## src/common/fdsi_pkg.sv

```systemverilog
package fdsi_pkg;
    localparam int unsigned AW = 12;
    localparam int unsigned DW = 32;
    localparam int unsigned N_UNITS = 4;
    localparam int unsigned UNIT_W = 2;
    localparam int unsigned N_EV = 4;
    localparam int unsigned N_SENSE = 4;

    // byte addresses of the register words
    localparam logic [AW-1:0] CTRL_ADDR = 12'h000;
    localparam logic [AW-1:0] RATE_ADDR = 12'h004;
    localparam logic [AW-1:0] CONF_ADDR = 12'h008;
    localparam logic [AW-1:0] TAPE_ADDR = 12'h010;
    localparam logic [AW-1:0] LINE_ADDR = 12'h014;
    localparam logic [AW-1:0] ISTAT_ADDR = 12'h018;
    localparam logic [AW-1:0] IMASK_ADDR = 12'h01c;
    localparam logic [AW-1:0] WCMD_ADDR = 12'h020;
    localparam logic [AW-1:0] PINS_ADDR = 12'h024;
    // change word: byte address is its index times four
    localparam logic [11:0] CHANGE_IDX = 12'h3f7;
    localparam logic [AW-1:0] CHANGE_ADDR = {CHANGE_IDX[9:0], 2'b00};

    // field positions
    localparam int unsigned CTRL_UNIT_LSB = 0;
    localparam int unsigned CTRL_PICK_BIT = 2;
    localparam int unsigned CTRL_SPIN_LSB = 4;
    localparam int unsigned RATE_LSB = 0;
    localparam int unsigned CONF_IDENT_BIT = 0;
    localparam int unsigned CONF_MODE2_BIT = 1;
    localparam int unsigned CHANGE_BIT = 7;
    localparam int unsigned TAPE_KIND_LSB = 6;
    localparam int unsigned WCMD_GO_BIT = 0;
    localparam int unsigned PINS_SPIN_LSB = 4;
    localparam int unsigned PINS_CLASS_BIT = 8;

    // event bits of status and mask
    localparam int unsigned EV_INDEX = 0;
    localparam int unsigned EV_SWAP = 1;
    localparam int unsigned EV_TRACK0 = 2;
    localparam int unsigned EV_REFUSED = 3;

    // sense vector positions
    localparam int unsigned SN_INDEX = 0;
    localparam int unsigned SN_SWAP = 1;
    localparam int unsigned SN_TRACK0 = 2;
    localparam int unsigned SN_LOCK = 3;

    // rate codes
    localparam logic [1:0] RATE_500K = 2'h0;
    localparam logic [1:0] RATE_1M = 2'h3;

    // reset values
    localparam logic [7:0] CTRL_RST = 8'h00;
    localparam logic [1:0] RATE_RST = 2'h0;
    localparam logic [1:0] CONF_RST = 2'h1;
    localparam logic [N_EV-1:0] EV_RST = 4'h0;

    // bus
    localparam int unsigned TRANS_ACT_BIT = 1;
    localparam logic [2:0] SIZE_WORD = 3'h2;

    typedef enum logic [1:0] {
        WR_IDLE  = 2'b00,
        WR_CHECK = 2'b01,
        WR_GRANT = 2'b10
    } fdsi_wr_state_t;
endpackage

```

## src/common/fdsi_regbus_if.sv

```systemverilog
`timescale 1ns/1ps
interface fdsi_regbus_if;
    import fdsi_pkg::*;
    logic          wr_en;
    logic [AW-1:0] addr;
    logic [DW-1:0] wdata;
    logic [DW-1:0] rdata;
    modport front (output wr_en, output addr, output wdata, input rdata);
    modport regs  (input wr_en, input addr, input wdata, output rdata);
endinterface

```

## src/rtl/fdsi_ahb_slave.sv

```systemverilog
`timescale 1ns/1ps
module fdsi_ahb_slave
    import fdsi_pkg::*;
(
    input  wire logic          mclk,
    input  wire logic          rst,
    input  wire logic          hsel,
    input  wire logic [31:0]   haddr,
    input  wire logic [1:0]    htrans,
    input  wire logic          hwrite,
    input  wire logic [2:0]    hsize,
    input  wire logic [DW-1:0] hwdata,
    input  wire logic          hready,
    output logic      [DW-1:0] hrdata,
    output logic               hreadyout,
    output logic               hresp,
    fdsi_regbus_if.front       rb
);
    logic          take;
    logic          wr_pend_r;
    logic          rd_pend_r;
    logic [AW-1:0] addr_r;

    assign take = hsel & htrans[TRANS_ACT_BIT] & hready;

    always_ff @(posedge mclk or posedge rst) begin
        if (rst) begin
            wr_pend_r <= 1'b0;
            rd_pend_r <= 1'b0;
            addr_r    <= '0;
            hresp     <= 1'b0;
        end else begin
            hresp     <= 1'b0;
            // only whole-word writes reach the registers
            wr_pend_r <= take & hwrite & (hsize == SIZE_WORD);
            rd_pend_r <= take & ~hwrite;
            if (take) begin
                addr_r <= haddr[AW-1:0];
            end
        end
    end

    // reads take one wait state so the read data leave a flop
    always_ff @(posedge mclk or posedge rst) begin
        if (rst) begin
            hreadyout <= 1'b1;
            hrdata    <= '0;
        end else if (take & ~hwrite) begin
            hreadyout <= 1'b0;
        end else if (rd_pend_r) begin
            hreadyout <= 1'b1;
            hrdata    <= rb.rdata;
        end
    end

    assign rb.wr_en = wr_pend_r;
    assign rb.addr  = rd_pend_r | wr_pend_r ? addr_r : '0;
    assign rb.wdata = hwdata;
endmodule

```

## src/rtl/fdsi_drive_if.sv

```systemverilog
// The implementer's own choices: the address map and the AHB-Lite slave port.
`timescale 1ns/1ps
// Behaviour
// - disk-change reads back inverted as bit 7 of the change word.
// - only the chosen unit's open-drain select line of four is pulled low.
// - each running unit's open-drain motor line of four is pulled low.
// - the density line tells low from high rate, ident sets its polarity.
// - while write-protect is active every write command is refused.
// - the rate-code lines follow bits 0 and 1 of the rate register.
// - from reset the rate-code lines are left undriven.
// - in mode 2 the rate pins are medium-kind inputs read as tape bits 6 and 7.
module fdsi_drive_if
    import fdsi_pkg::*;
(
    input  wire logic               mclk,
    input  wire logic               rst,
    input  wire logic               hsel,
    input  wire logic [31:0]        haddr,
    input  wire logic [1:0]         htrans,
    input  wire logic               hwrite,
    input  wire logic [2:0]         hsize,
    input  wire logic [DW-1:0]      hwdata,
    input  wire logic               hready,
    output logic      [DW-1:0]      hrdata,
    output logic                    hreadyout,
    output logic                    hresp,
    input  wire logic               media_swapped_in,
    input  wire logic               write_lock_in_n,
    input  wire logic               outer_track_in_n,
    input  wire logic               track_start_in_n,
    input  wire logic [N_UNITS-1:0] unit_pick_n_i,
    output logic      [N_UNITS-1:0] unit_pick_n_o,
    output logic      [N_UNITS-1:0] unit_pick_n_oe_n,
    input  wire logic [N_UNITS-1:0] spindle_on_n_i,
    output logic      [N_UNITS-1:0] spindle_on_n_o,
    output logic      [N_UNITS-1:0] spindle_on_n_oe_n,
    input  wire logic               rate_class_in,
    output logic                    rate_class_out,
    output logic                    rate_class_oe_n,
    input  wire logic               medium_kind_in_0,
    input  wire logic               medium_kind_in_1,
    output logic                    rate_code_out_0,
    output logic                    rate_code_out_1,
    output logic                    rate_code_oe_n_0,
    output logic                    rate_code_oe_n_1,
    output logic                    write_permit,
    output logic                    irq
);
    fdsi_regbus_if rb ();

    fdsi_ahb_slave u_slave (
        .mclk      (mclk),
        .rst       (rst),
        .hsel      (hsel),
        .haddr     (haddr),
        .htrans    (htrans),
        .hwrite    (hwrite),
        .hsize     (hsize),
        .hwdata    (hwdata),
        .hready    (hready),
        .hrdata    (hrdata),
        .hreadyout (hreadyout),
        .hresp     (hresp),
        .rb        (rb.front)
    );

    // registered drive lines and their falling steps
    logic [N_SENSE-1:0] sense_pin_n;
    logic [N_SENSE-1:0] sense_lvl_n;
    logic [N_SENSE-1:0] sense_fall;

    assign sense_pin_n[SN_INDEX]  = track_start_in_n;
    assign sense_pin_n[SN_SWAP]   = media_swapped_in;
    assign sense_pin_n[SN_TRACK0] = outer_track_in_n;
    assign sense_pin_n[SN_LOCK]   = write_lock_in_n;

    fdsi_edge_sense #(
        .W (N_SENSE)
    ) u_sense (
        .mclk    (mclk),
        .rst     (rst),
        .pin_n   (sense_pin_n),
        .lvl_n_r (sense_lvl_n),
        .fall_r  (sense_fall)
    );

    // register state
    logic [UNIT_W-1:0]  unit_sel_r;
    logic               pick_en_r;
    logic [N_UNITS-1:0] spin_r;
    logic [1:0]         rate_r;
    logic               rate_drive_r;
    logic               ident_r;
    logic               mode2_r;
    logic [N_EV-1:0]    ev_stat_r;
    logic [N_EV-1:0]    ev_mask_r;
    logic [N_EV-1:0]    ev_stat_nxt;
    logic [N_EV-1:0]    ev_set;
    logic               wcmd_go;
    logic               refused_r;
    logic               high_rate;
    logic               class_level;
    fdsi_wr_state_t     wr_state_r;
    fdsi_wr_state_t     wr_state_nxt;

    // write strobes per register
    logic wr_ctrl;
    logic wr_rate;
    logic wr_conf;
    logic wr_istat;
    logic wr_imask;
    logic wr_wcmd;

    assign wr_ctrl  = rb.wr_en & (rb.addr == CTRL_ADDR);
    assign wr_rate  = rb.wr_en & (rb.addr == RATE_ADDR);
    assign wr_conf  = rb.wr_en & (rb.addr == CONF_ADDR);
    assign wr_istat = rb.wr_en & (rb.addr == ISTAT_ADDR);
    assign wr_imask = rb.wr_en & (rb.addr == IMASK_ADDR);
    assign wr_wcmd  = rb.wr_en & (rb.addr == WCMD_ADDR);

    assign wcmd_go = wr_wcmd & rb.wdata[WCMD_GO_BIT];

    // unit control word
    always_ff @(posedge mclk or posedge rst) begin
        if (rst) begin
            unit_sel_r <= CTRL_RST[CTRL_UNIT_LSB +: UNIT_W];
            pick_en_r  <= CTRL_RST[CTRL_PICK_BIT];
            spin_r     <= CTRL_RST[CTRL_SPIN_LSB +: N_UNITS];
        end else if (wr_ctrl) begin
            unit_sel_r <= rb.wdata[CTRL_UNIT_LSB +: UNIT_W];
            pick_en_r  <= rb.wdata[CTRL_PICK_BIT];
            spin_r     <= rb.wdata[CTRL_SPIN_LSB +: N_UNITS];
        end
    end

    // rate register; the first write turns the rate-code drivers on
    always_ff @(posedge mclk or posedge rst) begin
        if (rst) begin
            rate_r       <= RATE_RST;
            rate_drive_r <= 1'b0;
        end else if (wr_rate) begin
            rate_r       <= rb.wdata[RATE_LSB +: 2];
            rate_drive_r <= 1'b1;
        end
    end

    always_ff @(posedge mclk or posedge rst) begin
        if (rst) begin
            ident_r <= CONF_RST[CONF_IDENT_BIT];
            mode2_r <= CONF_RST[CONF_MODE2_BIT];
        end else if (wr_conf) begin
            ident_r <= rb.wdata[CONF_IDENT_BIT];
            mode2_r <= rb.wdata[CONF_MODE2_BIT];
        end
    end

    // open-drain select and motor lines, one slice per unit
    for (genvar u = 0; u < N_UNITS; u++) begin : g_unit
        always_ff @(posedge mclk or posedge rst) begin
            if (rst) begin
                unit_pick_n_oe_n[u]  <= 1'b1;
                spindle_on_n_oe_n[u] <= 1'b1;
                unit_pick_n_o[u]     <= 1'b0;
                spindle_on_n_o[u]    <= 1'b0;
            end else begin
                unit_pick_n_oe_n[u]  <= ~(pick_en_r & (unit_sel_r == UNIT_W'(u)));
                spindle_on_n_oe_n[u] <= ~spin_r[u];
                unit_pick_n_o[u]     <= 1'b0;
                spindle_on_n_o[u]    <= 1'b0;
            end
        end
    end

    // density pin, ident flips the sense
    assign high_rate   = (rate_r == RATE_500K) | (rate_r == RATE_1M);
    assign class_level = high_rate ~^ ident_r;

    always_ff @(posedge mclk or posedge rst) begin
        if (rst) begin
            rate_class_oe_n <= 1'b1;
            rate_class_out  <= 1'b0;
        end else begin
            rate_class_oe_n <= class_level;
            rate_class_out  <= 1'b0;
        end
    end

    // rate-code pins, released in mode 2
    always_ff @(posedge mclk or posedge rst) begin
        if (rst) begin
            rate_code_out_0  <= 1'b0;
            rate_code_out_1  <= 1'b0;
            rate_code_oe_n_0 <= 1'b1;
            rate_code_oe_n_1 <= 1'b1;
        end else begin
            rate_code_out_0  <= rate_r[0];
            rate_code_out_1  <= rate_r[1];
            rate_code_oe_n_0 <= ~rate_drive_r | mode2_r;
            rate_code_oe_n_1 <= ~rate_drive_r | mode2_r;
        end
    end

    // write command gate
    always_comb begin
        wr_state_nxt = wr_state_r;
        case (wr_state_r)
            WR_IDLE: begin
                if (wcmd_go) begin
                    wr_state_nxt = WR_CHECK;
                end
            end
            WR_CHECK: begin
                if (sense_lvl_n[SN_LOCK]) begin
                    wr_state_nxt = WR_GRANT;
                end else begin
                    wr_state_nxt = WR_IDLE;
                end
            end
            WR_GRANT: begin
                wr_state_nxt = WR_IDLE;
            end
            default: begin
                wr_state_nxt = WR_IDLE;
            end
        endcase
    end

    always_ff @(posedge mclk or posedge rst) begin
        if (rst) begin
            wr_state_r <= WR_IDLE;
        end else begin
            wr_state_r <= wr_state_nxt;
        end
    end

    // a grant leaves only if the registered lock level is inactive in WR_CHECK
    always_ff @(posedge mclk or posedge rst) begin
        if (rst) begin
            write_permit <= 1'b0;
            refused_r    <= 1'b0;
        end else begin
            write_permit <= (wr_state_r == WR_CHECK) & sense_lvl_n[SN_LOCK];
            refused_r    <= (wr_state_r == WR_CHECK) & ~sense_lvl_n[SN_LOCK];
        end
    end

    // sticky events, set wins over a clear in the same cycle
    always_comb begin
        ev_set             = '0;
        ev_set[EV_INDEX]   = sense_fall[SN_INDEX];
        ev_set[EV_SWAP]    = sense_fall[SN_SWAP];
        ev_set[EV_TRACK0]  = sense_fall[SN_TRACK0];
        ev_set[EV_REFUSED] = refused_r;
        ev_stat_nxt        = ev_stat_r;
        if (wr_istat) begin
            ev_stat_nxt = ev_stat_r & ~rb.wdata[N_EV-1:0];
        end
        ev_stat_nxt = ev_stat_nxt | ev_set;
    end

    always_ff @(posedge mclk or posedge rst) begin
        if (rst) begin
            ev_stat_r <= EV_RST;
        end else begin
            ev_stat_r <= ev_stat_nxt;
        end
    end

    always_ff @(posedge mclk or posedge rst) begin
        if (rst) begin
            ev_mask_r <= EV_RST;
        end else if (wr_imask) begin
            ev_mask_r <= rb.wdata[N_EV-1:0];
        end
    end

    always_ff @(posedge mclk or posedge rst) begin
        if (rst) begin
            irq <= 1'b0;
        end else begin
            irq <= |(ev_stat_r & ev_mask_r);
        end
    end

    // read mux; unmapped words read as zero
    always_comb begin
        rb.rdata = '0;
        case (rb.addr)
            CTRL_ADDR: begin
                rb.rdata[CTRL_UNIT_LSB +: UNIT_W] = unit_sel_r;
                rb.rdata[CTRL_PICK_BIT]           = pick_en_r;
                rb.rdata[CTRL_SPIN_LSB +: N_UNITS] = spin_r;
            end
            RATE_ADDR: begin
                rb.rdata[RATE_LSB +: 2] = rate_r;
            end
            CONF_ADDR: begin
                rb.rdata[CONF_IDENT_BIT] = ident_r;
                rb.rdata[CONF_MODE2_BIT] = mode2_r;
            end
            CHANGE_ADDR: begin
                rb.rdata[CHANGE_BIT] = ~sense_lvl_n[SN_SWAP];
            end
            TAPE_ADDR: begin
                if (mode2_r) begin
                    rb.rdata[TAPE_KIND_LSB]     = medium_kind_in_0;
                    rb.rdata[TAPE_KIND_LSB + 1] = medium_kind_in_1;
                end
            end
            LINE_ADDR: begin
                rb.rdata[SN_INDEX]  = ~sense_lvl_n[SN_INDEX];
                rb.rdata[SN_SWAP]   = ~sense_lvl_n[SN_SWAP];
                rb.rdata[SN_TRACK0] = ~sense_lvl_n[SN_TRACK0];
                rb.rdata[SN_LOCK]   = ~sense_lvl_n[SN_LOCK];
            end
            ISTAT_ADDR: begin
                rb.rdata[N_EV-1:0] = ev_stat_r;
            end
            IMASK_ADDR: begin
                rb.rdata[N_EV-1:0] = ev_mask_r;
            end
            PINS_ADDR: begin
                rb.rdata[N_UNITS-1:0]               = unit_pick_n_i;
                rb.rdata[PINS_SPIN_LSB +: N_UNITS]  = spindle_on_n_i;
                rb.rdata[PINS_CLASS_BIT]            = rate_class_in;
            end
            default: begin
                rb.rdata = '0;
            end
        endcase
    end
endmodule

```

## src/rtl/fdsi_edge_sense.sv

```systemverilog
`timescale 1ns/1ps
module fdsi_edge_sense
    import fdsi_pkg::*;
#(
    parameter int unsigned W = 4
) (
    input  wire logic         mclk,
    input  wire logic         rst,
    input  wire logic [W-1:0] pin_n,
    output logic      [W-1:0] lvl_n_r,
    output logic      [W-1:0] fall_r
);
    for (genvar i = 0; i < W; i++) begin : g_bit
        always_ff @(posedge mclk or posedge rst) begin
            if (rst) begin
                lvl_n_r[i] <= 1'b1;
                fall_r[i]  <= 1'b0;
            end else begin
                lvl_n_r[i] <= pin_n[i];
                // one pulse per high-to-low step of the line
                fall_r[i]  <= lvl_n_r[i] & ~pin_n[i];
            end
        end
    end
endmodule
```

## config.mk

```make
export PLATFORM = sky130hd
export DESIGN_NAME = fdsi_drive_if
export DESIGN_NICKNAME = d
export VERILOG_FILES = /design/src/common/fdsi_pkg.sv /design/src/common/fdsi_regbus_if.sv /design/src/rtl/fdsi_ahb_slave.sv /design/src/rtl/fdsi_drive_if.sv /design/src/rtl/fdsi_edge_sense.sv
export SDC_FILE = /design/constraint.sdc
export NUM_CORES = 1
export LEC_CHECK = 0
export BUFFER_PORTS_ARGS = -buffer_cell sky130_fd_sc_hd__buf_2
export CAP_MARGIN = 5
export CORE_MARGIN = 2
export CORE_UTILIZATION = 47
export CTS_CLUSTER_DIAMETER = 30
export DETAILED_ROUTE_END_ITERATION = 7
export PLACE_DENSITY_LB_ADDON = 0.3
export SYNTH_ARGS = -nofsm -noshare
export SYNTH_HDL_FRONTEND = slang
export SYNTH_SLANG_ARGS = --single-unit
```

## constraint.sdc

```tcl
create_clock -name mclk -period 3.1 [get_ports mclk]
set_input_delay 0.93 -clock mclk [delete_from_list [all_inputs] [get_ports mclk]]
set_output_delay 0.93 -clock mclk [all_outputs]
set_load 0.03 [all_outputs]
```

* Word-level counts from Yosys, hierarchy flattened *
Index checks and enable logic that the tools add are counted.

storage, ports and cells
  bits in registers = 68
  logic and storage cells = 122
  output and inout bits = 58
  bits of input ports = 89

cells by class
  equality and inequality tests = 16
  reduce and logical (&&, ||, !) cells = 7
  bitwise operators = 47
  mux-type cells = 15

operators with widths
  operator                                        count
  == test 12 x 5 -> 1 bit, second input constant  4
  == test 12 x 6 -> 1 bit, second input constant  2
  bitwise AND 1 bit                               21
  NOT 1 bit                                       18
  case mux 2 bit (7 select lines)                 1
  == test 12 bit, second input constant           1
  == test 12 x 3 -> 1 bit, second input constant  1
  == test 12 x 4 -> 1 bit, second input constant  1
  zero test 12 bit                                1
  two-way mux 12 bit                              1
  bitwise AND 4 bit                               2
  case mux 1 bit (4 select lines)                 2
  case mux 2 bit (2 select lines)                 2
  == test 2 bit, second input constant            3
  zero test 2 bit                                 3
  two-way mux 2 bit                               3
  case mux 1 bit (5 select lines)                 1
  == test 2 x 1 -> 1 bit, second input constant   2
  two-way mux 4 bit                               1
  NOT 4 bit                                       1
  bitwise OR 4 bit                                1
  OR reduction 4 bit                              1
  == test 3 x 2 -> 1 bit, second input constant   1
  two-way mux 1 bit                               3
  other kinds (6)                                 8

* Depth between registers and ports, before layout *
Gate-level depths: netlist of run 1.

  word-level depth = 7
  mapped depth = 6

* Modules after synthesis *
From an unflattened synthesis of run 1, not the netlist that was laid out.

second synthesis, totals
  cells, all modules = 327
  area total of the unflattened synthesis = 4290.4 um2

by module, submodules not included
  module           cells an instance  instances  area an instance (um2)
  fdsi_ahb_slave   151                1          2109.5
  fdsi_drive_if    163                1          1916.8
  fdsi_edge_sense  13                 1          264.0

* Worst setup path after synthesis of run 1 *
OpenSTA, ideal clock, no wires.

  path kind = input to register
  start = input hready
  end = register u_slave.hrdata[1]
  arrival time = 1843 ps
  setup slack = 1128 ps
  setup time = 129 ps
  stages = 5
  path buffers = 0
  required time = 2971 ps
  path through = nand3_1 o21a_1 and3_2 a21oi_1 o21ai_0

between the ends
  cells in the longest elaborated chain, start to end = 4

ends and longest elaborated chain
  what                                  line                  source
  start, declared                       fdsi_drive_if.sv:23   input wire logic hready,
  bitwise AND 1 bit                     fdsi_ahb_slave.sv:24  assign take = hsel & htrans[TRANS_ACT_BIT] & hready;
  bitwise AND 1 bit                     fdsi_ahb_slave.sv:48  end else if (take & ~hwrite) begin
  NOT 1 bit (no source line)            --
  AND reduction 2 bit (no source line)  --
  end signal, assigned                  fdsi_ahb_slave.sv:52  hrdata <= rb.rdata;
  end, declared                         fdsi_ahb_slave.sv:14  output logic [DW-1:0] hrdata,

No other way between the ends.
A chain may end at the register's enable or synchronous reset.

* Final worst setup path of run 1 *
  start = register u_slave.addr_r[3]
  end = register unit_sel_r[1]

between the ends
  cells in the longest elaborated chain, start to end = 3

ends and longest elaborated chain
  what                    line                  source
  start, declared         fdsi_ahb_slave.sv:22  logic [AW-1:0] addr_r;
  start signal, assigned  fdsi_ahb_slave.sv:38  addr_r <= haddr[AW-1:0];
  two-way mux 12 bit      fdsi_ahb_slave.sv:57  assign rb.addr = rd_pend_r | wr_pend_r ? addr_r : '0;
  zero test 12 bit        fdsi_drive_if.sv:114  assign wr_ctrl = rb.wr_en & (rb.addr == CTRL_ADDR);
  bitwise AND 1 bit       fdsi_drive_if.sv:114
  end signal, assigned    fdsi_drive_if.sv:126  unit_sel_r <= CTRL_RST[CTRL_UNIT_LSB +: UNIT_W];
  end signal, assigned    fdsi_drive_if.sv:130  unit_sel_r <= rb.wdata[CTRL_UNIT_LSB +: UNIT_W];
  end, declared           fdsi_drive_if.sv:88   logic [UNIT_W-1:0] unit_sel_r;

No other way between the ends.

==> results.sh, run 1 <==
export IMPL_nets=443
export IMPL_die_y_um=86.0
export IMPL_min_path_type="reg2reg"
export IMPL_fin_setup_tns_ns=0
export IMPL_cts_setup_buffers=0
export IMPL_wl_um=6330
export IMPL_cts_resized=0
export IMPL_fillers=576
export IMPL_final_hold_viol_count=0
export IMPL_seq_power_share=0.512
export IMPL_dp_cells=420
export IMPL_coreArea_um2=6420
export IMPL_synth_avg_cell_area_um2=11.5
export IMPL_synth_area_um2=3160
export IMPL_grt_setup_unrepaired="no"
export IMPL_cts_htree_levels=3
export IMPL_switching_share=0.288
export IMPL_finalCritPeriodShare=0.676
export IMPL_yosysUniqueCellTypes=47
export IMPL_die_w_um=86.0
export IMPL_gr_total_overflow=0
export IMPL_layout_min_cycle_time_ns=2.10
export IMPL_crit_fanout=16
export IMPL_fmax_mhz=477
export IMPL_arrival_ns=2.31
export IMPL_drtAntennaViolNets=0
export IMPL_ios=147
export IMPL_vdd_drop_max_v=0.000315
export IMPL_cp_start_kind="flip-flop"
export IMPL_cts_made_buffers=9
export IMPL_antenna_found_initial=0
export IMPL_max_cap_viol_count=0
export IMPL_clk_pin_slew_ns=0.07
export IMPL_grt_pass1_wl_um=9960
export IMPL_grt_total_usage=0.178
export IMPL_cts_max_path_buffers=2
export IMPL_tightest_slew_ns=0.688
export IMPL_rows=29
export IMPL_powerDensity_nw_per_um2=564
export IMPL_worst_clock_skew_ns=0.00935
export IMPL_placed_cell_area_um2=3490
export IMPL_dr_total_vias=2219
export IMPL_drt_initial_drc_count=106
export IMPL_die_area_um2=7400
export IMPL_p_sw_mw=0.596
export IMPL_drive_gt1_frac=0.396
export IMPL_start_util=0.492
export IMPL_dp_hpwl_um=4790
export IMPL_antenna_cells=0
export IMPL_cts_hold_buf=0
export IMPL_ys_seq_elements=68
export IMPL_setup_viol=0
export IMPL_netlist_instances=276
export IMPL_drtPass1Iterations=4
export IMPL_p_int_mw=1.47
export IMPL_grt_max_degree=37
export IMPL_p_leak_nw=1.71
export IMPL_maxSlewViolCount=0
export IMPL_numPortBuffers=68
export IMPL_root_buffer="clkbuf_8"
export IMPL_clock_sinks=68
export IMPL_cts_tree="done"
export IMPL_grt_pass1_vias=2044
export IMPL_crit_path_end_kind="flip-flop"
export IMPL_seq_area_frac_synth=0.545
export IMPL_post_route_cell_area_um2=3670
export IMPL_wl_per_cell_um=14.5
export IMPL_cp_data_required_time_ns=3.32
export IMPL_whs_ns=0.402
export IMPL_yosysWarningCount=0
export IMPL_layoutNonFillerInstCount=436
export IMPL_vias_per_cell=5.09
export IMPL_clkPwrFrac=0.323
export IMPL_gp_congestion=0.887
export IMPL_comb_power_share=0.165
export IMPL_status="finished clean"
export IMPL_syn_to_final_growth_pct=16.0
export IMPL_worstSkewPairLatency_ns=0.33
export IMPL_drc=0
export IMPL_critPathKind="reg2reg"
export IMPL_utilization=0.571
export IMPL_slew_headroom=0.541
==> per-layer routing <==
layer  GRT usage  wire length, µm
met5           0                0
met1       0.241             2800
met3      0.0375              376
met4      0.0722               74
met2       0.280             3070
==> flip-flops by register name (all words and copies together), names as in the netlist, 2 cells and up <==
signal / flops
ev_mask_r: 4
ev_stat_r: 4
rate_r: 2
spin_r: 4
spindle_on_n_oe_n: 4
u_sense.fall_r: 3
u_sense.lvl_n_r: 4
u_slave.addr_r: 12
u_slave.hrdata: 9
unit_pick_n_oe_n: 4
unit_sel_r: 2
wr_state_r: 2
==> worst max-delay path, cell delays in order, from the launching register on <==
cell	delay, ns
dfrtp_1	0.55
nor4_2	0.62
a31o_2	0.37
nand2_4	0.13
mux2_2	0.30
==> layout by cell type, fill, tap and decap left out, drive strengths merged, types with 2 or more instances in the layout <==
master  count
a211oi      2
a21o        4
a21oi       7
a221oi      3
a22oi       4
and3        2
and3b       3
buf        71
clkbuf     14
conb       33
dfrtp      52
dfstp      16
inv         9
mux2       27
nand2      23
nand3      13
nand3b      3
nand4       3
nor2       21
nor2b       6
nor3        9
nor3b       2
nor4        4
o21a        2
o21ai       8
or2         2
xnor2       2
==> cells in the mapped netlist (all sizes together) <==
cell type  number  share of area
dfrtp          52           0.41
buf            34          0.081
mux2           27          0.096
nand2          23          0.030
nor2           21          0.027
dfstp          16           0.13
nand3          13          0.025
inv             9          0.011
nor3            9          0.023
o21ai           8          0.013
a21oi           7          0.011
nor2b           6          0.012
a21o            4         0.0095
a22oi           4         0.0095
nor4            4          0.015
a221oi          3         0.0083
and3b           3         0.0083
nand3b          3         0.0071
nand4           3         0.0059
a211oi          2         0.0047
and3            2         0.0047
clkbuf          2         0.0024
nor3b           2         0.0047
o21a            2         0.0047
or2             2         0.0040
xnor2           2         0.0055
a222oi          1         0.0032
a31o            1         0.0028
a31oi           1         0.0020
a32o            1         0.0032
and2            1         0.0020
and4            1         0.0032
conb            1         0.0012
nand2b          1         0.0020
nand4bb         1         0.0036
nor4b           1         0.0028
o31ai           1         0.0024
o32ai           1         0.0028
or3b            1         0.0028
==> power by group through the flow <==
stage	clock network, mW	logic [mW]	registers (mW)
floorplan	0	0.224	1.12
global placement	0	0.337	1.07
detailed placement	0	0.343	1.08
CTS	0.687	0.344	1.06
global route	0.731	0.371	1.07
finish	0.668	0.342	1.06
==> area by class of cell <==
| cell class | instances | area [µm²] | area share |
|---|---|---|---|
| timing repair buffer | 71 | 375 | 0.102 |
| multi-input combinational | 195 | 1260 | 0.344 |
| clock buffer | 14 | 143 | 0.0389 |
| clock inverter | 2 | 35.0 | 0.00955 |
| tap | 77 | 96.3 | 0.0263 |
| sequential | 68 | 1720 | 0.469 |
| inverter | 9 | 33.8 | 0.00921 |
==> stage by stage <==
step                setup slack, ns  power (mW)
floorplan                     0.485        1.34
global placement              0.987        1.41
detailed placement            0.984        1.42
CTS                            1.01        2.09
global route                  0.882        2.17
finish                         1.00        2.07
==> kinds of logic (layout without fill, tap and decap cells) <==
kind of cell              count (synthesis)  after routing  synth area share
buffers and inverters                    45             96            0.0938
and+or+nand+nor                          97             97             0.182
muxes                                    27             27            0.0962
xor gates and xnor gates                  2              2           0.00554
AOI/OAI and AO/OA                        36             36            0.0768
other                                     1             33           0.00119
DFF                                      68             68             0.545
==> path summary, 6_finish.rpt <==
check,startpoint,end,slack [ns],depth (start not counted)
min in group asynchronous,rst,pick_en_r$_DFFE_PP0P_,0.70,2
max in group asynchronous,rst,u_sense.lvl_n_r[1]$_DFF_PP1_,1.70,3
setup reg to reg,u_slave.addr_r[3]$_DFFE_PP0P_,unit_sel_r[1]$_DFFE_PP0P_,1.00,4
hold / removal,spin_r[0]$_DFFE_PP0P_,spindle_on_n_oe_n[0]$_DFF_PP1_,0.40,1
setup / recovery,u_slave.addr_r[3]$_DFFE_PP0P_,unit_sel_r[1]$_DFFE_PP0P_,1.00,4
hold reg to reg,spin_r[0]$_DFFE_PP0P_,spindle_on_n_oe_n[0]$_DFF_PP1_,0.40,1
(Power assumes the default switching activity.)
==> run 2, diff against run 1 <==
--- a/config.mk
+++ b/config.mk
@@ -5,6 +5,7 @@
 export SDC_FILE = /design/constraint.sdc
 export NUM_CORES = 1
 export LEC_CHECK = 0
+export ABC_AREA = 1
 export BUFFER_PORTS_ARGS = -buffer_cell sky130_fd_sc_hd__buf_2
 export CAP_MARGIN = 5
 export CORE_MARGIN = 2
==> constraint.sdc (replaced) <==
create_clock -name mclk -period 2.2 [get_ports mclk]
set_input_delay 0.66 -clock mclk [delete_from_list [all_inputs] [get_ports mclk]]
set_output_delay 0.66 -clock mclk [all_outputs]
set_load 0.03 [all_outputs]
==> run 2 against run 1 <==
  * Sequential share of layout area decreased by 1.0 points
  * Die area increased by 3.0%
  * First-iteration DRC count increased by 49%
  * Non-clock buffer count up 2
  * Critical path type unchanged
  * Largest cell class unchanged
  * Largest power group unchanged
==> results.sh, run 2 <==
export IMPL_wl_um=6450
export IMPL_maxSlewViolCount=0
export IMPL_yosysUniqueCellTypes=28
export IMPL_rows=30
export IMPL_final_hold_viol_count=0
export IMPL_vias_per_cell=4.67
export IMPL_vdd_drop_max_v=0.000417
export IMPL_crit_fanout=21
export IMPL_cts_resized=0
export IMPL_drtAntennaViolNets=0
export IMPL_critPathKind="reg2reg"
export IMPL_drive_gt1_frac=0.291
export IMPL_finalPower_mw=3.00
export IMPL_mostFrequentLayoutCell="nand2_1"
export IMPL_syn_to_final_growth_pct=15.0
export IMPL_cts_made_buffers=9
export IMPL_reg2reg_from="u_slave.rb.wr_en$_DFF_PP0_"
export IMPL_synth_common_cells="87 x nand2_1, 52 x dfrtp_1, 39 x inv_1, 36 x buf_4, 32 x nor2_1"
export IMPL_die_area_um2=7620
export IMPL_gp_congestion=0.913
export IMPL_reg2reg_setup_slack_ns=0.39
export IMPL_setup_ws_ns=0.389
export IMPL_dp_hpwl_um=4800
export IMPL_drc=0
export IMPL_die_w_um=87.3
export IMPL_numPortBuffers=68
export IMPL_r2r_end="spin_r[3]$_DFFE_PP0P_"
export IMPL_fmax_mhz=552
export IMPL_finalCritPeriodShare=0.823
export IMPL_synth_area_um2=3260
export IMPL_clk_pin_slew_ns=0.07
export IMPL_multi_input_area_um2=1190
export IMPL_cts_max_path_buffers=2
export IMPL_worstSkewPairLatency_ns=0.34
export IMPL_grt_pass1_wl_um=10600
export IMPL_root_buffer="clkbuf_8"
export IMPL_drt_initial_drc_count=158
export IMPL_synth_enable_flop_cells=0
export IMPL_status="finished clean"
export IMPL_powerDensity_nw_per_um2=801
export IMPL_reg_largest_list="u_slave.addr_r x12, u_slave.hrdata x9"
export IMPL_largest_register="u_slave.addr_r"
export IMPL_netlist_instances=374
export IMPL_die_y_um=87.3
export IMPL_max_stage_delay_ns=0.52
export IMPL_p_leak_nw=1.93
export IMPL_cts_setup_buffers=0
export IMPL_antenna_cells=0
export IMPL_wl_per_cell_um=12.1
export IMPL_crit_top_cell="nand2_2"
export IMPL_gr_total_overflow=0
export IMPL_arrival_ns=2.03
export IMPL_layout_min_cycle_time_ns=1.81
export IMPL_grt_max_degree=69
export IMPL_async_flop_share=1.00
export IMPL_fillers=633
export IMPL_whs_ns=0.400
export IMPL_cts_hold_buf=0
export IMPL_crit_slowest_cell="dfrtp_1"
export IMPL_synth_most_common_cell="nand2_1"
export IMPL_drtPass1Iterations=4
export IMPL_antenna_found_initial=0
export IMPL_layout_common_cells="87 x nand2_1, 68 x buf_2, 52 x dfrtp_1, 38 x inv_1, 33 x conb_1"
export IMPL_ys_seq_elements=68
export IMPL_clock_sinks=68
export IMPL_worst_clock_skew_ns=0.00670
export IMPL_path_cells="inv_2 > nand2_4 > nand2_2 > nand2_2 > nor2_4 > nand2_2 > nor2_1 > a21oi_1"
export IMPL_grt_total_usage=0.182
export IMPL_post_place_ws_ns=0.308
export IMPL_coreArea_um2=6760
export IMPL_grt_setup_unrepaired="no"
export IMPL_cp_data_required_time_ns=2.42
export IMPL_synth_avg_cell_area_um2=8.72
export IMPL_dr_total_vias=2492
export IMPL_cts_htree_levels=3
export IMPL_yosysWarningCount=0
export IMPL_synth_ff_type="dfrtp_1"
export IMPL_nets=538
export IMPL_synth_top_area_frac=0.399
export IMPL_grt_pass1_vias=2282
export IMPL_cts_tree="done"
export IMPL_ios=147
export IMPL_synthTopCellsByArea="dfrtp_1 40%, dfstp_2 13%, nand2_1 10%"
export IMPL_cp_start_kind="flip-flop"
export IMPL_crit_path_end_kind="flip-flop"
export IMPL_setup_viol=0
export IMPL_fin_setup_tns_ns=0
export IMPL_yosysTopAreaCell="dfrtp_1"
export IMPL_seq_area_um2=1720
export IMPL_rr_worst_depth=8
export IMPL_start_util=0.483
export IMPL_seq_area_frac_synth=0.528
export IMPL_max_cap_viol_count=0
export IMPL_largest_reg_flops=12
export IMPL_min_path_type="in2async"
-- run 2: changes by cell type in the layout (fill, tap and decap cells not counted), moves of 7 or more --
| cell | before | now |
|---|---|---|
| nand2_1 | 22 | 87 |
| inv_1 | 8 | 38 |
| nor2_2 | 0 | 7 |
| nor2_1 | 20 | 32 |
| mux2_2 | 27 | 0 |
| nand2_2 | 0 | 7 |
| o21ai_1 | 1 | 8 |
| nand4_1 | 3 | 17 |
| o21ai_0 | 7 | 19 |
-- run 2: metrics by stage --
stage | utilization | area, µm² | instances
2_1_floorplan | - | 3380 | 406
3_3_place_gp | 0.528 | 3570 | 518
3_5_place_dp | 0.528 | 3570 | 518
4_1_cts | 0.555 | 3750 | 534
5_1_grt | 0.555 | 3750 | 534
6_report | 0.555 | 3750 | 534
-- run 2: critical path, delay by kind of cell, from the launching register on --
family / cells / cell delay [ns]
AOI/OAI and AO/OA: 1 / 0.05
buffers and inverters: 1 / 0.12
DFF: 1 / 0.52
and+or+nand+nor: 6 / 0.98
-- run 2: metal layers --
metal,GRT usage,routed length (µm),share of wire
met1,0.240,2900,0.45
met2,0.279,3020,0.47
met3,0.0597,415,0.064
met4,0.0713,115,0.018
met5,0,0,0
-- run 2: cells by family (layout without fill, tap and decap cells) --
logic type,count (synthesis),count (layout),synth area share
and+or+nand+nor,183,183,0.265
AOI/OAI and AO/OA,35,35,0.0560
buffers and inverters,85,133,0.145
DFF,68,68,0.528
other,1,33,0.00115
xor gates and xnor gates,2,2,0.00537
-- run 2: layout make-up --
type                       count  share of cell area
multi-input combinational    253               0.317
inverter                      44              0.0451
clock buffer                  12              0.0414
clock inverter                 4             0.00668
sequential                    68               0.459
tap                           80              0.0267
timing repair buffer          73               0.104
-- run 2: worst max-delay path by stage --
stage	endpoint	depth (start not counted)	from	slack, ns
floorplan	u_slave.hrdata[4]$_DFFE_PP0P_	6	hsel	0.67
global placement	u_slave.hrdata[3]$_DFFE_PP0P_	8	hsel	0.32
detailed placement	u_slave.hrdata[3]$_DFFE_PP0P_	8	hsel	0.31
CTS	spin_r[3]$_DFFE_PP0P_	8	u_slave.rb.wr_en$_DFF_PP0_	0.39
global route	spin_r[1]$_DFFE_PP0P_	8	u_slave.rb.wr_en$_DFF_PP0_	0.22
finish	spin_r[3]$_DFFE_PP0P_	8	u_slave.rb.wr_en$_DFF_PP0_	0.39
-- run 2: report_power, final --
| part | internal, mW | total (mW) | switching, mW |
|---|---|---|---|
| Clock | 0.466 | 0.918 | 0.452 |
| Sequential | 1.41 | 1.49 | 0.0788 |
| Combinational | 0.166 | 0.597 | 0.431 |
| Total | 2.04 | 3.00 | 0.961 |
==> run 3, diff against run 2 <==
==> constraint.sdc (replaced) <==
create_clock -name mclk -period 1.7 [get_ports mclk]
set_input_delay 0.51 -clock mclk [delete_from_list [all_inputs] [get_ports mclk]]
set_output_delay 0.51 -clock mclk [all_outputs]
set_load 0.03 [all_outputs]
==> run 3 against run 2 <==
  * Die area stayed put
  * Critical path depth is 7 lower
  * Register-to-register slack worse by 0.24 ns
  * Total power rose by 48%
  * Sequential cell count unchanged
==> results.sh, run 3 (synthesized netlist as in run 2, its figures left out) <==
export IMPL_die_w_um=87.3
export IMPL_grt_pass1_wl_um=11000
export IMPL_root_buffer="clkbuf_8"
export IMPL_numPortBuffers=68
export IMPL_gp_congestion=0.914
export IMPL_path_buf_inv=1
export IMPL_drive_gt1_frac=0.301
export IMPL_vias_per_cell=4.74
export IMPL_largest_reg_flops=12
export IMPL_fin_setup_tns_ns=0
export IMPL_drc=0
export IMPL_cts_setup_buffers=0
export IMPL_rows=30
export IMPL_crit_slowest_cell="dfstp_2"
export IMPL_reg_largest_list="u_slave.addr_r x12, u_slave.hrdata x9"
export IMPL_wl_per_cell_um=12.5
export IMPL_mostFrequentLayoutCell="nand2_1"
export IMPL_switching_share=0.286
export IMPL_antenna_found_initial=0
export IMPL_path_cells="buf_2"
export IMPL_coreArea_um2=6760
export IMPL_grt_total_usage=0.188
export IMPL_grt_max_degree=69
export IMPL_cts_htree_levels=3
export IMPL_clk_pin_slew_ns=0.08
export IMPL_layout_min_cycle_time_ns=1.56
export IMPL_max_cap_viol_count=0
export IMPL_p_leak_nw=2.01
export IMPL_die_area_um2=7620
export IMPL_finalCritPeriodShare=0.915
export IMPL_whs_ns=0.262
export IMPL_layout_common_cells="87 x nand2_1, 68 x buf_2, 52 x dfrtp_1, 38 x inv_1, 33 x conb_1"
export IMPL_grt_setup_unrepaired="no"
export IMPL_wl_um=6740
export IMPL_placed_cell_area_um2=3620
export IMPL_largest_register="u_slave.addr_r"
export IMPL_drtPass1Iterations=4
export IMPL_cp_data_required_time_ns=1.19
export IMPL_drt_initial_drc_count=144
export IMPL_cts_tree="done"
export IMPL_final_hold_viol_count=0
export IMPL_powerDensity_nw_per_um2=1140
export IMPL_worstSkewPairLatency_ns=0.34
export IMPL_max_stage_delay_ns=0.52
export IMPL_min_path_type="in2async"
export IMPL_grt_pass1_vias=2452
export IMPL_cp_start_kind="flip-flop"
export IMPL_crit_fanout=1
export IMPL_status="finished clean"
export IMPL_crit_family="flip-flops"
export IMPL_vdd_drop_max_v=0.000526
export IMPL_cts_made_buffers=9
export IMPL_post_route_cell_area_um2=3890
export IMPL_dr_total_vias=2554
export IMPL_maxSlewViolCount=0
export IMPL_antenna_cells=0
export IMPL_layoutNonFillerInstCount=539
export IMPL_drtAntennaViolNets=0
export IMPL_p_sw_mw=1.27
export IMPL_ios=147
export IMPL_dp_cells=523
export IMPL_clock_sinks=68
export IMPL_clkPwrFrac=0.388
export IMPL_seq_power_share=0.435
export IMPL_nets=543
export IMPL_comb_power_share=0.177
export IMPL_cts_max_path_buffers=2
export IMPL_die_y_um=87.3
export IMPL_dp_hpwl_um=4920
export IMPL_arrival_ns=1.05
export IMPL_syn_to_final_growth_pct=19.3
export IMPL_crit_path_end_kind="output pin"
export IMPL_start_util=0.483
export IMPL_critPathKind="reg2out"
export IMPL_setup_viol=0
export IMPL_fmax_mhz=643
export IMPL_p_int_mw=3.17
export IMPL_finalPower_mw=4.44
export IMPL_worst_clock_skew_ns=0.0110
export IMPL_gr_total_overflow=0
[run 3: changes by cell type in the layout (fill, tap and decap cells not counted)]
cell / previous run / this run
buf_12: 1 / 2
buf_4: 4 / 8
bufinv_16: 0 / 4
clkbuf_1: 1 / 0
clkbuf_8: 11 / 9
clkinv_4: 0 / 1
clkinvlp_4: 3 / 1
nand2_2: 7 / 6
nand2_4: 2 / 3
nor2_2: 7 / 6
nor2_4: 3 / 4
o21ai_0: 19 / 16
o21ai_1: 8 / 11
[run 3: through the flow]
step / util / setup WS (ns)
global route: 0.576 / 0.00888
global placement: 0.536 / 0.199
detailed placement: 0.536 / 0.177
finish: 0.576 / 0.144
floorplan: - / 0.315
CTS: 0.574 / 0.117
[run 3: area by class of cell]
class	count	area, µm²
Clock buffer	9	124
Clock inverter	7	139
Fill cell	603	2870
Inverter	44	169
Sequential cell	68	1720
Timing Repair Buffer	78	440
Multi-Input combinational cell	253	1200
Tap cell	80	100
[run 3: routing by layer]
metal	up-vias	wire (µm)	share of wire	global-route usage
met3	12	399	0.059	0.0427
met4	0	112	0.017	0.0937
li1	1273	-	-	-
met5	-	0	0	0
met2	94	3280	0.49	0.304
met1	1175	2950	0.44	0.236
[run 3: power by group through the flow]
stage	Clock (mW)	Sequential, mW	Combinational (mW)
4_1_cts	1.76	1.93	0.787
6_report	1.72	1.93	0.786
3_5_place_dp	0	1.96	0.784
3_3_place_gp	0	1.95	0.767
2_1_floorplan	0	2.12	0.438
5_1_grt	1.84	1.95	0.869
[run 3: final timing paths]
| check | startpoint | end | slack (ns) | depth (start not counted) |
|---|---|---|---|---|
| worst max-delay path | spindle_on_n_oe_n[2]$_DFF_PP1_ | spindle_on_n_oe_n[2] | 0.14 | 1 |
| worst min-delay path | rst | u_slave.hrdata[5]$_DFFE_PP0P_ | 0.26 | 3 |
| worst max register to register | u_slave.addr_r[0]$_DFFE_PP0P_ | ev_stat_r[1]$_DFF_PP0_ | 0.15 | 6 |
| worst min register to register | rate_drive_r$_DFFE_PP0P_ | rate_code_oe_n_1$_DFF_PP1_ | 0.39 | 1 |
| max in group asynchronous | rst | ident_r$_DFFE_PP1P_ | 1.11 | 3 |
| min in group mclk | write_lock_in_n | u_sense.lvl_n_r[3]$_DFF_PP1_ | 0.27 | 1 |
[run 3: what timing repair did]
item                                    CTS  global route
endpoints found under the setup margin    0             5
resized for setup                         0             5
hold endpoints to repair                  0             0
hold buffers                              0             0
